File: config.mk
export PLATFORM = sky130hd
export DESIGN_NAME = pfm_pin_function_mux
export DESIGN_NICKNAME = d
export VERILOG_FILES = /design/src/hw/pfm_pkg.sv /design/src/hw/pfm_pin_function_mux.sv
export SDC_FILE = /design/constraint.sdc
export NUM_CORES = 1
export LEC_CHECK = 0
export CAP_MARGIN = 5
export CORE_ASPECT_RATIO = 0.75
export CORE_UTILIZATION = 46
export DETAILED_ROUTE_END_ITERATION = 12
export DONT_BUFFER_PORTS = 1
export GPL_TIMING_DRIVEN = 0
export HOLD_SLACK_MARGIN = 0.15
export PLACE_DENSITY_LB_ADDON = 0.25
export SETUP_SLACK_MARGIN = 0.1
export SYNTH_ARGS = -nofsm -noshare
export SYNTH_HDL_FRONTEND = slang
export SYNTH_SLANG_ARGS = --single-unit
File: constraint.sdc
create_clock -name sys_clk -period 1 [get_ports sys_clk]
set_input_delay 0.05 -clock sys_clk [delete_from_list [all_inputs] [get_ports sys_clk]]
set_output_delay 0.05 -clock sys_clk [all_outputs]
set_load 0.03 [all_outputs]
File: src/hw/pfm_pkg.sv
package pfm_pkg;
   // port 1 bit positions
   localparam int P1_AIN_POS = 0;
   localparam int P1_AIN_NEG = 1;
   localparam int P1_RST_DCL = 3;
   localparam int P1_SS = 4;
   localparam int P1_MOSI = 5;
   localparam int P1_MISO = 6;
   localparam int P1_SCK = 7;
   // port 3 bit positions
   localparam int P3_RXD = 0;
   localparam int P3_TXD = 1;
   localparam int P3_OSC_IN = 2;
   localparam int P3_OSC_OUT = 3;
   localparam int P3_T0 = 4;
   localparam int P3_T1 = 5;
   localparam int PORT_W = 8;
   // half clock divider: toggles every this many cycles
   localparam logic [0:0] HALF_CLK_RST = 1'h0;
   localparam logic [0:0] HALF_CLK_DIV = 1'h1;

   typedef struct packed {
      logic [7:0] in;
      logic [7:0] out;
      logic [7:0] oe;
   } pfm_pins_s;

   typedef struct packed {
      logic spi_master;
      logic rc_osc_sel;
      logic half_clk_en;
      logic onchip_debug;
      logic reset_fuse;
      logic uart_present;
      logic t0_pwm_en;
      logic t1_pwm_en;
   } pfm_cfg_s;
endpackage

File: src/hw/pfm_pin_function_mux.sv
`timescale 1ns/10ps
// Behaviour
// - master drives mosi and sck, slave inputs
// - master inputs miso, slave drives it
// - port1 bit4 feeds spi slave select
// - rc oscillator frees oscillator pins for port
// - rc oscillator allows half clock output
// - debug with rc clock: data on p3.2
// - debug with external clock: data on p3.3
// - debug clock input taken on p1.3
// - reset fuse makes p1.3 active-low reset
// - every port1 bit feeds its irq input
// - p1.0/p1.1 feed comparator inputs
// - p3.5 is timer1 count or pwm
// - uart rx on p3.0, tx on p3.1
// - p3.4 is timer0 count or pwm
module pfm_pin_function_mux
(
   // clock and reset
   input wire logic sys_clk,
   input wire logic sys_rst,
   // configuration
   input wire pfm_pkg::pfm_cfg_s cfg,
   // port registers (out value, drive enable from port mode)
   input wire logic [7:0] port1_reg,
   input wire logic [7:0] port1_drv,
   input wire logic [7:0] port3_reg,
   input wire logic [7:0] port3_drv,
   // pins
   input wire logic [7:0] port1_pin_in,
   output logic [7:0] port1_pin_out,
   output logic [7:0] port1_pin_oe,
   input wire logic [7:0] port3_pin_in,
   output logic [7:0] port3_pin_out,
   output logic [7:0] port3_pin_oe,
   // port read-back
   output logic [7:0] port1_read,
   output logic [7:0] port3_read,
   // spi
   input wire logic spi_mosi_out,
   input wire logic spi_sck_out,
   input wire logic spi_miso_out,
   output logic spi_mosi_in,
   output logic spi_sck_in,
   output logic spi_miso_in,
   output logic spi_ss_n_in,
   // debug
   input wire logic debug_data_out,
   input wire logic debug_data_oe,
   output logic debug_data_line,
   output logic debug_clock_line,
   // reset, irq, comparator
   output logic ext_reset_n,
   output logic [7:0] gp_irq_in,
   output logic comparator_pos_in,
   output logic comparator_neg_in,
   // timers
   input wire logic t0_pwm_out,
   input wire logic t1_pwm_out,
   output logic timer0_pin,
   output logic timer1_pin,
   // uart
   input wire logic uart_tx,
   output logic uart_rx,
   // oscillator
   output logic osc_in_pin,
   output logic half_clock_out
);
   import pfm_pkg::*;

   logic half_clk_q;
   logic half_clk_d;
   logic dbg_on_p32;
   logic dbg_on_p33;
   logic [7:0] p1_claim;
   logic [7:0] p1_alt_out;
   logic [7:0] p1_alt_oe;
   logic [7:0] p3_claim;
   logic [7:0] p3_alt_out;
   logic [7:0] p3_alt_oe;

   // toggles each cycle to give half the internal clock
   assign half_clk_d = half_clk_q ^ HALF_CLK_DIV;
   always_ff @(posedge sys_clk)
   begin
      if (sys_rst || !(cfg.rc_osc_sel && cfg.half_clk_en))
         half_clk_q <= HALF_CLK_RST;
      else
         half_clk_q <= half_clk_d;
   end

   assign dbg_on_p32 = cfg.onchip_debug && cfg.rc_osc_sel;
   assign dbg_on_p33 = cfg.onchip_debug && !cfg.rc_osc_sel;

   // port 1 alternate claims
   always_comb
   begin
      p1_claim = 8'h00;
      p1_alt_out = 8'h00;
      p1_alt_oe = 8'h00;
      if (cfg.spi_master)
      begin
         p1_claim[P1_MOSI] = 1'b1;
         p1_claim[P1_SCK] = 1'b1;
         p1_alt_out[P1_MOSI] = spi_mosi_out;
         p1_alt_out[P1_SCK] = spi_sck_out;
         p1_alt_oe[P1_MOSI] = 1'b1;
         p1_alt_oe[P1_SCK] = 1'b1;
         // miso held as input in master role, whatever the port mode says
         p1_claim[P1_MISO] = 1'b1;
      end
      else
      begin
         // mosi and sck held as inputs in slave role
         p1_claim[P1_MOSI] = 1'b1;
         p1_claim[P1_SCK] = 1'b1;
         p1_claim[P1_MISO] = 1'b1;
         p1_alt_out[P1_MISO] = spi_miso_out;
         p1_alt_oe[P1_MISO] = 1'b1;
      end
      // reset and debug clock are inputs only; the pin must never be driven
      if (cfg.reset_fuse || cfg.onchip_debug)
         p1_claim[P1_RST_DCL] = 1'b1;
   end

   // port 3 alternate claims
   always_comb
   begin
      p3_claim = 8'h00;
      p3_alt_out = 8'h00;
      p3_alt_oe = 8'h00;
      if (!cfg.rc_osc_sel)
      begin
         // oscillator owns both pins; the amplifier is outside this block
         p3_claim[P3_OSC_IN] = 1'b1;
         p3_claim[P3_OSC_OUT] = 1'b1;
      end
      else if (cfg.half_clk_en)
      begin
         p3_claim[P3_OSC_OUT] = 1'b1;
         p3_alt_out[P3_OSC_OUT] = half_clk_q;
         p3_alt_oe[P3_OSC_OUT] = 1'b1;
      end
      // debug data outranks port and clock output on its pin
      if (dbg_on_p32)
      begin
         p3_claim[P3_OSC_IN] = 1'b1;
         p3_alt_out[P3_OSC_IN] = debug_data_out;
         p3_alt_oe[P3_OSC_IN] = debug_data_oe;
      end
      if (dbg_on_p33)
      begin
         p3_claim[P3_OSC_OUT] = 1'b1;
         p3_alt_out[P3_OSC_OUT] = debug_data_out;
         p3_alt_oe[P3_OSC_OUT] = debug_data_oe;
      end
      if (cfg.t0_pwm_en)
      begin
         p3_claim[P3_T0] = 1'b1;
         p3_alt_out[P3_T0] = t0_pwm_out;
         p3_alt_oe[P3_T0] = 1'b1;
      end
      if (cfg.t1_pwm_en)
      begin
         p3_claim[P3_T1] = 1'b1;
         p3_alt_out[P3_T1] = t1_pwm_out;
         p3_alt_oe[P3_T1] = 1'b1;
      end
      if (cfg.uart_present)
      begin
         p3_claim[P3_TXD] = 1'b1;
         p3_alt_out[P3_TXD] = uart_tx;
         p3_alt_oe[P3_TXD] = 1'b1;
      end
   end

   // per-bit output select: alternate function or port register
   genvar i;
   generate
      for (i = 0; i < PORT_W; i++)
      begin : g_bit
         always_ff @(posedge sys_clk)
         begin
            if (sys_rst)
            begin
               port1_pin_out[i] <= 1'b0;
               port1_pin_oe[i] <= 1'b0;
               port3_pin_out[i] <= 1'b0;
               port3_pin_oe[i] <= 1'b0;
            end
            else
            begin
               port1_pin_out[i] <= p1_claim[i] ? p1_alt_out[i] : port1_reg[i];
               port1_pin_oe[i] <= p1_claim[i] ? p1_alt_oe[i] : port1_drv[i];
               port3_pin_out[i] <= p3_claim[i] ? p3_alt_out[i] : port3_reg[i];
               port3_pin_oe[i] <= p3_claim[i] ? p3_alt_oe[i] : port3_drv[i];
            end
         end
      end
   endgenerate

   // input taps are combinational: pins are already synchronous
   assign port1_read = port1_pin_in;
   assign port3_read = port3_pin_in;
   assign gp_irq_in = port1_pin_in;
   assign comparator_pos_in = port1_pin_in[P1_AIN_POS];
   assign comparator_neg_in = port1_pin_in[P1_AIN_NEG];
   assign spi_ss_n_in = port1_pin_in[P1_SS];
   assign spi_mosi_in = cfg.spi_master ? 1'b0 : port1_pin_in[P1_MOSI];
   assign spi_sck_in = cfg.spi_master ? 1'b0 : port1_pin_in[P1_SCK];
   assign spi_miso_in = cfg.spi_master ? port1_pin_in[P1_MISO] : 1'b0;
   // reset held inactive while fuse is off, so the pin stays a port bit
   assign ext_reset_n = cfg.reset_fuse ? port1_pin_in[P1_RST_DCL] : 1'b1;
   assign debug_clock_line = cfg.onchip_debug ? port1_pin_in[P1_RST_DCL] : 1'b0;
   assign debug_data_line = dbg_on_p32 ? port3_pin_in[P3_OSC_IN] :
                            dbg_on_p33 ? port3_pin_in[P3_OSC_OUT] : 1'b0;
   assign osc_in_pin = cfg.rc_osc_sel ? 1'b0 : port3_pin_in[P3_OSC_IN];
   assign timer0_pin = port3_pin_in[P3_T0];
   assign timer1_pin = port3_pin_in[P3_T1];
   assign uart_rx = cfg.uart_present ? port3_pin_in[P3_RXD] : 1'b1;
   assign half_clock_out = half_clk_q;
endmodule

# [Word-level counts from Yosys, hierarchy flattened]
# Index checks and enable logic that the tools add are counted.
# W data, S select, Z words.
[word_totals] ff_bits=32 n_memories=0 in_bits=66 ram_bits=0 latchBits=0 rom_bits=0 out_inout_bits=70 elab_cells=84
[op_classes] shift=0 magnitude_cmp=0 n_bitwise=2 addsub=0 n_div=0 muxes=40 n_eq_ne=0 n_mul=0 reduce_logical=10
[ops] cell="$mux W1" count=40
[ops] cell="$reduce_or A2 Y1" count=3
[ops] cell="$logic_and A1 B1 Y1" count=3
[ops] cell="$logic_not A1 Y1" count=2
[ops] cell="$logic_or A1 B1 Y1" count=2
[ops] cell="$not A1 Y1" count=2

# [Depth between registers and ports, before layout]
# Gate-level depths: netlist of run 1.
[depth] ltp_word=4 ltp_mapped=3 mapped_depth_nobuf=2

# [Worst setup path before layout of run 1]
# No wires, ideal clock.
[synth_timing] kind="register to register" start="reg half_clk_q, in the netlist half_clock_out" end="reg port3_pin_out[3]" slack_ns=0.074 setup_ns=0.086 required_ns=0.914 stages_incl_launch_ff=3 period_less_slack_ns=0.926 arrival_ns=0.841 n_path_buf=0 cell_sequence="dfxtp_1 -> mux2i_1 -> a211oi_1"
[synth_between] elab_chain_len=4
[synth_lines] element="start, declared" line_no="pfm_pin_function_mux.sv:71" text="logic half_clk_q;"
[synth_lines] element="start signal, assigned" line_no="pfm_pin_function_mux.sv:89" text="half_clk_q <= half_clk_d;"
[synth_lines] element="$mux W1" line_no="pfm_pin_function_mux.sv:138" text="else if (cfg.half_clk_en)"
[synth_lines] element="$mux W1" line_no="pfm_pin_function_mux.sv:132" text="if (!cfg.rc_osc_sel)"
[synth_lines] element="$mux W1" line_no="pfm_pin_function_mux.sv:151" text="if (dbg_on_p33)"
[synth_lines] element="$mux W1" line_no="pfm_pin_function_mux.sv:195" text="port3_pin_out[i] <= p3_claim[i] ? p3_alt_out[i] : port3_reg[i];"
[synth_lines] element="end signal, assigned by index" line_no="pfm_pin_function_mux.sv:195"
[synth_lines] element="end, declared" line_no="pfm_pin_function_mux.sv:34" text="output logic [7:0] port3_pin_out,"
# Every way passes these cells.
# A chain may end at the register's enable or synchronous reset.

# [Final worst setup path of run 1]
[layout_timing] start="reg port1_pin_oe[7]" end="out port1_pin_oe[7]"
[layout_lines] element="start, declared" line_no="pfm_pin_function_mux.sv:32" text="output logic [7:0] port1_pin_oe,"
[layout_lines] element="start signal, assigned by index" line_no="pfm_pin_function_mux.sv:194" text="port1_pin_oe[i] <= p1_claim[i] ? p1_alt_oe[i] : port1_drv[i];"
# No word-level cell between the ends.

==> metrics.md, run 1 <==
| Metric | Value |
|---|---|
| Outcome | `complete, no violations` |
| Gr usage total | `19.45%` |
| Maximum vdd drop | `949.9 uV` |
| Vias in the first global route | `877` |
| Initial Utilization | `around half` |
| Setup repair after global routing missed its margin | `yes` |
| Routability cong. | `0.6575` |
| Clock Skew | `roughly 0.06 ps` |
| Core area | `2402 um2` |
| First-pass GRT wire length | `3.753 mm` |
| # IOs | `136` |
| YS warnings | `0` |
| CP top delay family | `flip-flops` |
| Clock sinks | `32` |
| WS Path Type | `flip-flop to primary output` |
| Post-DP Area | `1267 um2` |
| Final #Nets | `235` |
| P&R area growth vs syn | `49.80%` |
| Worst path buffer plus inverter count | `1` |
| Share of cells above drive strength 1 | `43.53%` |
| CTS tree | `yes` |
| GRT overflow | `0` |
| CP Capture Type | `primary output` |
| Worst Path Max Fanout | `2` |
| Die footprint | `about 2900 um2` |
| CTS clk-pin slew, worst paths | `90 ps` |
| Register area | `683.2 um2` |
| Critical Path RT | `950 ps` |
| Minimum clock period | `939.6 ps` |
| Post-synthesis net count | `186` |
| Sequential share of the synthesized area | `52.35%` |
| Min-delay worst type | `input pin to flip-flop` |
| Maxcap violations | `0` |
| Seq cells post-synth | `32` |
| Largest net degree at the start of global routing | `11` |
| Antenna-violating nets left | `0` |
| Setup TNS | `0 ps` |
| Power Density | `between 1500 and 2000 nW/um2` |
| # fillers | `157` |
| Die Ht | `46.67 um` |
| Post-CTS Hold Buffers | `43` |
| TritonCTS buffer count | `5` |
| Slowest cell on the critical path | `dfxtp_4` |
| First-pass detailed-route iteration total | `3` |
| Final Max Tran Viols | `0` |
| Clock Path Buffers | `2` |
| Fin. Hold Viols | `0` |
| Htree depth | `2` |
| Setup-failing EPs final | `0` |
| Arrival time worst endpoint | `890 ps` |
| Synth Cell Area | `1224 um2` |
| CTS Root Buffer Type | `clkbuf_4` |
| Cells after Synth | `120` |
| Worst-path cell chain | `buf_6` |
| Tightest Pin Transition | `~570 ps` |
| Port bufs | `0` |
| Max stage delay on crit path | `420 ps` |
| Vias per inst | `roughly 4.6` |
| Wire per inst | `14.67 um` |
| Layout Cell Area excl Fill | `approximately 1800 um2` |
| Drt initial violations | `15` |
| Vias | `between 900 and 1,000` |
| Die width | `61.56 um` |
| Ant diodes | `0` |
| Max Fclk | `1064 MHz` |
| Leak | `0.8123 nW` |
| DP Cell Count | `154` |
| Area of the multi-input gates | `342.8 um2` |
| Finished Layout Cells | `204` |
| CP startpoint kind | `flip-flop` |
| Mean post-synth cell area | `slightly above 10 um2` |
| Post-Route WL | `2.992 mm` |
| Slew margin rel. | `61.64%` |
| # DRC | `0` |
| Antenna violations before repair | `0` |
| Util after Layout | `76.30%` |
| Fin crit share | `93.96%` |
| Rows | `15` |
| Number of post-CTS setup repair buffers | `0` |
| Yosys cell types | `12` |
| HPWL after DPL | `around 1.9 mm` |
| Skew-Pair Late Insertion Delay | `320 ps` |
[where the power goes]
group          switching, W  total, W  internal, W
logic              0.000273  0.000521     0.000248
registers          0.000169   0.00153      0.00136
clock network      0.000413   0.00108     0.000664
[metrics by stage]
stage / hold WS [ps] / setup WS, ps / total power (W)
6_report: 82.99 / 60.38 / 0.003124
5_1_grt: 106.2 / 10.73 / 0.003251
4_1_cts: 212.1 / 66.97 / 0.003110
3_5_place_dp: 129.2 / 145.8 / 0.001915
3_3_place_gp: 126.0 / 141.9 / 0.001909
2_1_floorplan: 121.6 / 201.1 / 0.001883
[synth_stat cells]
cell type	count	share of area, %
nor3_1	1	0.41
buf_2	3	1.2
nor3b_2	1	1.0
nand2b_1	3	1.5
a21oi_1	2	0.82
nor2b_1	19	9.7
and2_1	7	3.6
a211oi_1	2	1.2
buf_4	30	18
nor2_1	13	4.0
dfxtp_1	32	52
mux2i_1	7	5.7
[layout by cell type (no fill, tap or decap)]
master / synthesis / layout
a211oi_1: 2 / 2
buf_2: 3 / 2
clkbuf_4: 0 / 6
and2_1: 7 / 7
nor3_1: 1 / 1
nor2_1: 13 / 13
dlygate4sd3_1: 0 / 41
nor3b_2: 1 / 1
dfxtp_2: 0 / 31
nand2b_1: 3 / 3
buf_6: 0 / 1
a21oi_1: 2 / 2
clkbuf_8: 0 / 2
bufinv_16: 0 / 1
dlymetal6s4s_1: 0 / 1
mux2i_1: 7 / 7
nor2b_1: 19 / 19
dfxtp_4: 0 / 1
buf_4: 30 / 29
[worst reg2reg max path, stage by stage, from the launching register on]
cell,delay (ps)
dfxtp_2,460
mux2i_1,110
a211oi_1,220
[flip-flops by register name, indices dropped and copies added, names as in the netlist]
signal / flops
port3_pin_out: 8
port1_pin_oe: 7
port1_pin_out: 8
half_clock_out: 1
port3_pin_oe: 8
[layout make-up]
type / instances / share of cell area (%)
Sequential cell: 32 / 37.27
Clock inverter: 1 / 1.638
Clock buffer: 7 / 3.549
Buffer: 33 / 13.45
Multi-Input combinational cell: 55 / 18.70
Tap cell: 34 / 2.321
Timing Repair Buffer: 42 / 23.07
[per-layer routing]
metal  part of all wire (%)  routed length (um)  GRT usage [%]
met2                     55                1648          38.71
met5                      0                   0              0
met4                    2.0                  59          11.56
met1                     33                 976          15.53
met3                     10                 307          8.427
[cell families (layout without fill, tap and decap cells)]
| group | Yosys count | in the layout | share of synthesized area [%] |
|---|---|---|---|
| buf+inv | 33 | 83 | 19.63 |
| flops | 32 | 32 | 52.35 |
| compound gates | 4 | 4 | 2.045 |
| simple gates | 44 | 44 | 20.24 |
| mux | 7 | 7 | 5.726 |
[final timing paths]
kind / start / endpoint / slack [ps] / cells after the start
max reg2reg: half_clock_out$_SDFF_PP0_ / port3_pin_out[3]$_SDFF_PP0_ / 120 / 2
max: port1_pin_oe[7]$_SDFF_PP0_ / port1_pin_oe[7] / 60 / 1
min: cfg[4] / port3_pin_oe[2]$_SDFF_PP0_ / 80 / 3
min reg2reg: half_clock_out$_SDFF_PP0_ / half_clock_out$_SDFF_PP0_ / 570 / 1
[repair_timing]
| item | 4_1_cts | 5_1_grt |
|---|---|---|
| resized for setup | 3 | 32 |
| setup endpoints to repair | 1 | 54 |
| pin swaps | 0 | 0 |
| endpoints found under the hold margin | 32 | 5 |
No activity file was read; power rests on OpenSTA's default activity.
==> run 2, diff against run 1 <==
clock period = 1.1 ns   (was 1 ns; I/O delays follow)
==> metrics.md, run 2 (synthesized netlist as in run 1, its figures left out) <==
| Metric | Value |
|---|---|
| Setup TNS | `0 ps` |
| Util after Layout | `74.95%` |
| Max stage delay on crit path | `between 400 and 500 ps` |
| Die Ht | `46.67 um` |
| Share of cells above drive strength 1 | `approximately 26%` |
| RR Startpoint | `half_clock_out$_SDFF_PP0_` |
| First-pass GRT wire length | `between 3 and 4 mm` |
| Die footprint | `2872 um2` |
| Clock Power Share | `34.9%` |
| # DRC | `0` |
| CTS Root Buffer Type | `clkbuf_4` |
| Fin crit share | `85.53%` |
| Port bufs | `0` |
| Wire per inst | `14.83 um` |
| CP startpoint kind | `flip-flop` |
| Clock sinks | `32` |
| Initial Utilization | `50.94%` |
| Worst path buffer plus inverter count | `1` |
| WS Path Type | `flip-flop to primary output` |
| Leak | `around 0.80 nW` |
| Antenna violations before repair | `0` |
| Die width | `61.56 um` |
| First-pass detailed-route iteration total | `3` |
| CP Capture Type | `primary output` |
| Routability cong. | `0.7147` |
| Htree depth | `2` |
| TritonCTS buffer count | `5` |
| Setup repair after global routing missed its margin | `no` |
| Finished Layout Cells | `between 200 and 250` |
| Drt initial violations | `22` |
| Core area | `2402 um2` |
| CTS clk-pin slew, worst paths | `~90 ps` |
| Slew margin rel. | `about three fifths` |
| Min-delay worst type | `input pin to primary output` |
| Vias | `around 950` |
| Slowest cell on the critical path | `dfxtp_4` |
| Tightest Pin Transition | `598.2 ps` |
| Gr usage total | `roughly a fifth` |
| Skew-Pair Late Insertion Delay | `320 ps` |
| Sequential share of power | `48.3%` |
| Rows | `15` |
| CP top delay family | `flip-flops` |
| Largest net degree at the start of global routing | `11` |
| Worst-path cell chain | `buf_6` |
| Commonest non-fill, non-tap cells in the layout | `dlygate4sd3_1 (43), dfxtp_1 (30), buf_4 (29)` |
| Minimum clock period | `940.8 ps` |
| Outcome | `complete, no violations` |
| Vias per inst | `between 4 and 5` |
| Maxcap violations | `0` |
| Min-Delay Startpoint | `cfg[6]` |
| Fin. Hold Viols | `0` |
| Power Density | `between 1500 and 2000 nW/um2` |
| Critical Path RT | `1040 ps` |
| Worst Hold End | `osc_in_pin` |
| Final #Nets | `roughly 240` |
| Arrival time worst endpoint | `890 ps` |
| Number of post-CTS setup repair buffers | `0` |
| Hold depth | `1` |
| DP Cell Count | `154` |
| Antenna-violating nets left | `0` |
| Most common cell after layout, fill and taps aside | `dlygate4sd3_1` |
| # fillers | `between 150 and 200` |
| GRT overflow | `0` |
| P&R area growth vs syn | `47.14%` |
| Post-Route WL | `3.041 mm` |
| Vias in the first global route | `920` |
| CTS tree | `yes` |
| Setup-failing EPs final | `0` |
| Sw frac | `between 20% and 30%` |
| Combinational power share | `between 10% and 20%` |
| Reg2reg end | `port3_pin_out[3]$_SDFF_PP0_` |
| Metal-1 WL | `1.025 mm` |
| Max Fclk | `1063 MHz` |
| Largest regs | `port1_pin_out: 8 flops, port3_pin_oe: 8 flops, port3_pin_out: 8 flops` |
| Ant diodes | `0` |
| Clock Skew | `between 1.5 and 2 ps` |
| Final Max Tran Viols | `0` |
| # IOs | `136` |
| Switching pwr | `about 0.00079 W` |
| Reg2reg path depth | `2` |
| Top layer in use | `met4` |
| WL met3 | `370 um` |
| Cell internal pwr | `0.002050 W` |
| HPWL after DPL | `1.876 mm` |
| Clock Path Buffers | `2` |
| R2R Setup Slk | `~220 ps` |
| Met2 wire length | `1.610 mm` |
| Worst Path Max Fanout | `2` |
| Maximum vdd drop | `953.4 uV` |
run 2: cell types whose count changed in the layout (fill, tap and decap cells not counted):
cell,previous run,this run
dfxtp_1,0,30
clkbuf_4,6,5
dlygate4sd3_1,41,43
buf_2,2,3
dlymetal6s4s_1,1,0
dfxtp_2,31,1
run 2: repair_timing:
item	CTS	global route
gates cloned	0	0
endpoints found under the setup margin	2	1
gates resized for setup	2	2
hold buffers	43	0
hold endpoints to repair	32	0
run 2: metal layers:
layer | vias to the layer above | track usage, %
li1 | 445 | -
met1 | 432 | 17.63
met2 | 72 | 38.49
met3 | 4 | 11.24
met4 | 0 | 8.000
met5 | - | 0
run 2: worst max path at each step:
stage | start | endpoint | slack [ps] | cells past startpoint
detailed placement | half_clock_out$_SDFF_PP0_ | port3_pin_out[3]$_SDFF_PP0_ | 80 | 2
global route | cfg[4] | port1_pin_oe[3]$_SDFF_PP0_ | 100 | 4
global placement | half_clock_out$_SDFF_PP0_ | port3_pin_out[3]$_SDFF_PP0_ | 110 | 2
CTS | port1_pin_oe[7]$_SDFF_PP0_ | port1_pin_oe[7] | 80 | 1
finish | port1_pin_oe[7]$_SDFF_PP0_ | port1_pin_oe[7] | 160 | 1
floorplan | half_clock_out$_SDFF_PP0_ | port3_pin_out[3]$_SDFF_PP0_ | 170 | 2
run 2: stage by stage:
step                worst slack [ps]  total power [W]  cell area [um2]  hold slack, ps
finish                         159.2         0.002838             1800           221.8
detailed placement             84.85         0.001740             1266           131.4
global placement               107.5         0.001736             1266           130.9
global route                   100.1         0.002943             1800           223.3
floorplan                      173.6         0.001711             1224           126.6
CTS                            78.56         0.002846             1794           222.1
run 2: power groups by stage:
stage	clock [W]	combinational (W)	sequential, W
final	0.000990	0.000477	0.00137
after global routing	0.00106	0.000503	0.00138
after CTS	0.00100	0.000471	0.00137
after detailed placement	0	0.000340	0.00140
after global placement	0	0.000337	0.00140
after floorplan	0	0.000321	0.00139
run 2: cell type report:
class,count,area (um2),share of cell area [%]
clock inverters,1,30.03,1.668
repair buffers,43,430.4,23.91
well taps,34,42.54,2.363
clock buffers,7,65.06,3.614
flip-flops and latches,32,645.6,35.86
multi-input cells,55,342.8,19.04
plain buffers,33,244.0,13.55
==> run 3, diff against run 2 <==
CORE_AREA = 2 2 53 55   (was unset)
CORE_ASPECT_RATIO = unset   (was 0.75)
CORE_UTILIZATION = unset   (was 46)
DIE_AREA = 0 0 55 57   (was unset)
==> metrics.md, run 3 (synthesized netlist as in run 1, its figures left out) <==
| Metric | Value |
|---|---|
| Routability cong. | `around 0.67` |
| P&R area growth vs syn | `46.52%` |
| HPWL after DPL | `1.865 mm` |
| Gr usage total | `a little under a fifth` |
| # fillers | `209` |
| Minimum clock period | `approximately 940 ps` |
| Clock Path Buffers | `2` |
| Slowest cell on the critical path | `dfxtp_4` |
| First-pass detailed-route iteration total | `4` |
| CP startpoint kind | `flip-flop` |
| Htree depth | `2` |
| Post-DP Area | `1262 um2` |
| Leak | `0.7975 nW` |
| Largest regs | `port1_pin_out: 8 flops, port3_pin_oe: 8 flops, port3_pin_out: 8 flops` |
| Vias | `949` |
| Share of cells above drive strength 1 | `25.73%` |
| CP Capture Type | `primary output` |
| Outcome | `complete, no violations` |
| Clock sinks | `32` |
| Worst path buffer plus inverter count | `1` |
| Min-delay worst type | `input pin to primary output` |
| Maxcap violations | `0` |
| CP top delay family | `flip-flops` |
| Critical Path RT | `1040 ps` |
| Drt initial violations | `16` |
| Maximum vdd drop | `1185 uV` |
| CTS clk-pin slew, worst paths | `roughly 90 ps` |
| # IOs | `136` |
| Vias in the first global route | `952` |
| Ant diodes | `0` |
| Max Fclk | `1061 MHz` |
| Most common cell after layout, fill and taps aside | `dlygate4sd3_1` |
| Power Density | `1566 nW/um2` |
| # DRC | `0` |
| Vias per inst | `4.698` |
| Die width | `55 um` |
| Max stage delay on crit path | `approximately 400 ps` |
| Setup-failing EPs final | `0` |
| Initial Utilization | `46.79%` |
| Final Max Tran Viols | `0` |
| Fin. Hold Viols | `0` |
| Antenna violations before repair | `0` |
| WS Path Type | `flip-flop to primary output` |
| Layout Cell Area excl Fill | `1793 um2` |
| Wire per inst | `15.12 um` |
| Worst Path Max Fanout | `2` |
| Fin crit share | `85.66%` |
| Die Ht | `about 57 um` |
| Antenna-violating nets left | `0` |
| GRT overflow | `0` |
| CTS Root Buffer Type | `clkbuf_4` |
| Setup Slack @ Placement | `around 67 ps` |
| Worst-path cell chain | `buf_4` |
| Clock Skew | `0.06600 ps` |
| Setup TNS | `0 ps` |
| Die footprint | `3135 um2` |
| Setup repair after global routing missed its margin | `no` |
| Final WS setup | `157.7 ps` |
| Core area | `2615 um2` |
| Post-Route WL | `3.054 mm` |
| CTS tree | `yes` |
| Port bufs | `0` |
| TritonCTS buffer count | `5` |
| Rows | `19` |
| Final #Nets | `236` |
| Slew margin rel. | `60.44%` |
| Skew-Pair Late Insertion Delay | `310 ps` |
| Commonest non-fill, non-tap cells in the layout | `dlygate4sd3_1 (43), buf_4 (30), dfxtp_1 (30)` |
| Util after Layout | `68.56%` |
| Largest net degree at the start of global routing | `11` |
| Arrival time worst endpoint | `890 ps` |
| First-pass GRT wire length | `4.119 mm` |
| Tightest Pin Transition | `592.2 ps` |
run 3: stage by stage:
stage                     total power [W]  hold WS [ps]  cells
after CTS                        0.002841         222.8    202
after floorplan                  0.001711         126.6    120
after detailed placement         0.001741         135.9    151
final                            0.002808         222.1    202
after global placement           0.001736         131.7    151
after global routing             0.002921         225.0    202
run 3: cell type report:
cell class	count	area [um2]	area share (%)
timing repair buffer	43	430.4	24.01
clock inverter	1	30.03	1.675
sequential	32	645.6	36.01
multi-input combinational	55	342.8	19.12
buffer	33	240.2	13.40
clock buffer	7	65.06	3.629
tap	31	38.79	2.163
run 3: where the power goes:
group          internal (W)  switching, W  leakage [nW]
clock              0.000603      0.000359        0.0515
combinational      0.000225      0.000249         0.479
sequential          0.00122      0.000152         0.267
run 3: routing by layer:
metal  track usage (%)  vias up  part of all wire, %
met1             14.69      430                   29
li1                  -      445                    -
met5                 0        -                    0
met3             8.115        4                  8.8
met2             37.93       70                   61
met4             8.362        0                  1.3
run 3: worst paths after layout:
kind	from	endpoint	slack (ps)	cells past startpoint
setup / recovery	port1_pin_oe[7]$_SDFF_PP0_	port1_pin_oe[7]	160	1
hold / removal	cfg[7]	spi_sck_in	220	1
setup reg to reg	half_clock_out$_SDFF_PP0_	port3_pin_out[3]$_SDFF_PP0_	210	2
hold reg to reg	half_clock_out$_SDFF_PP0_	half_clock_out$_SDFF_PP0_	560	1
run 3: repair_timing:
item,in CTS,in global routing
setup buffers,0,0
hold buffers,43,0
setup endpoints to repair,2,1
resized for setup,2,1
hold endpoints to repair,32,0
cloned,0,0
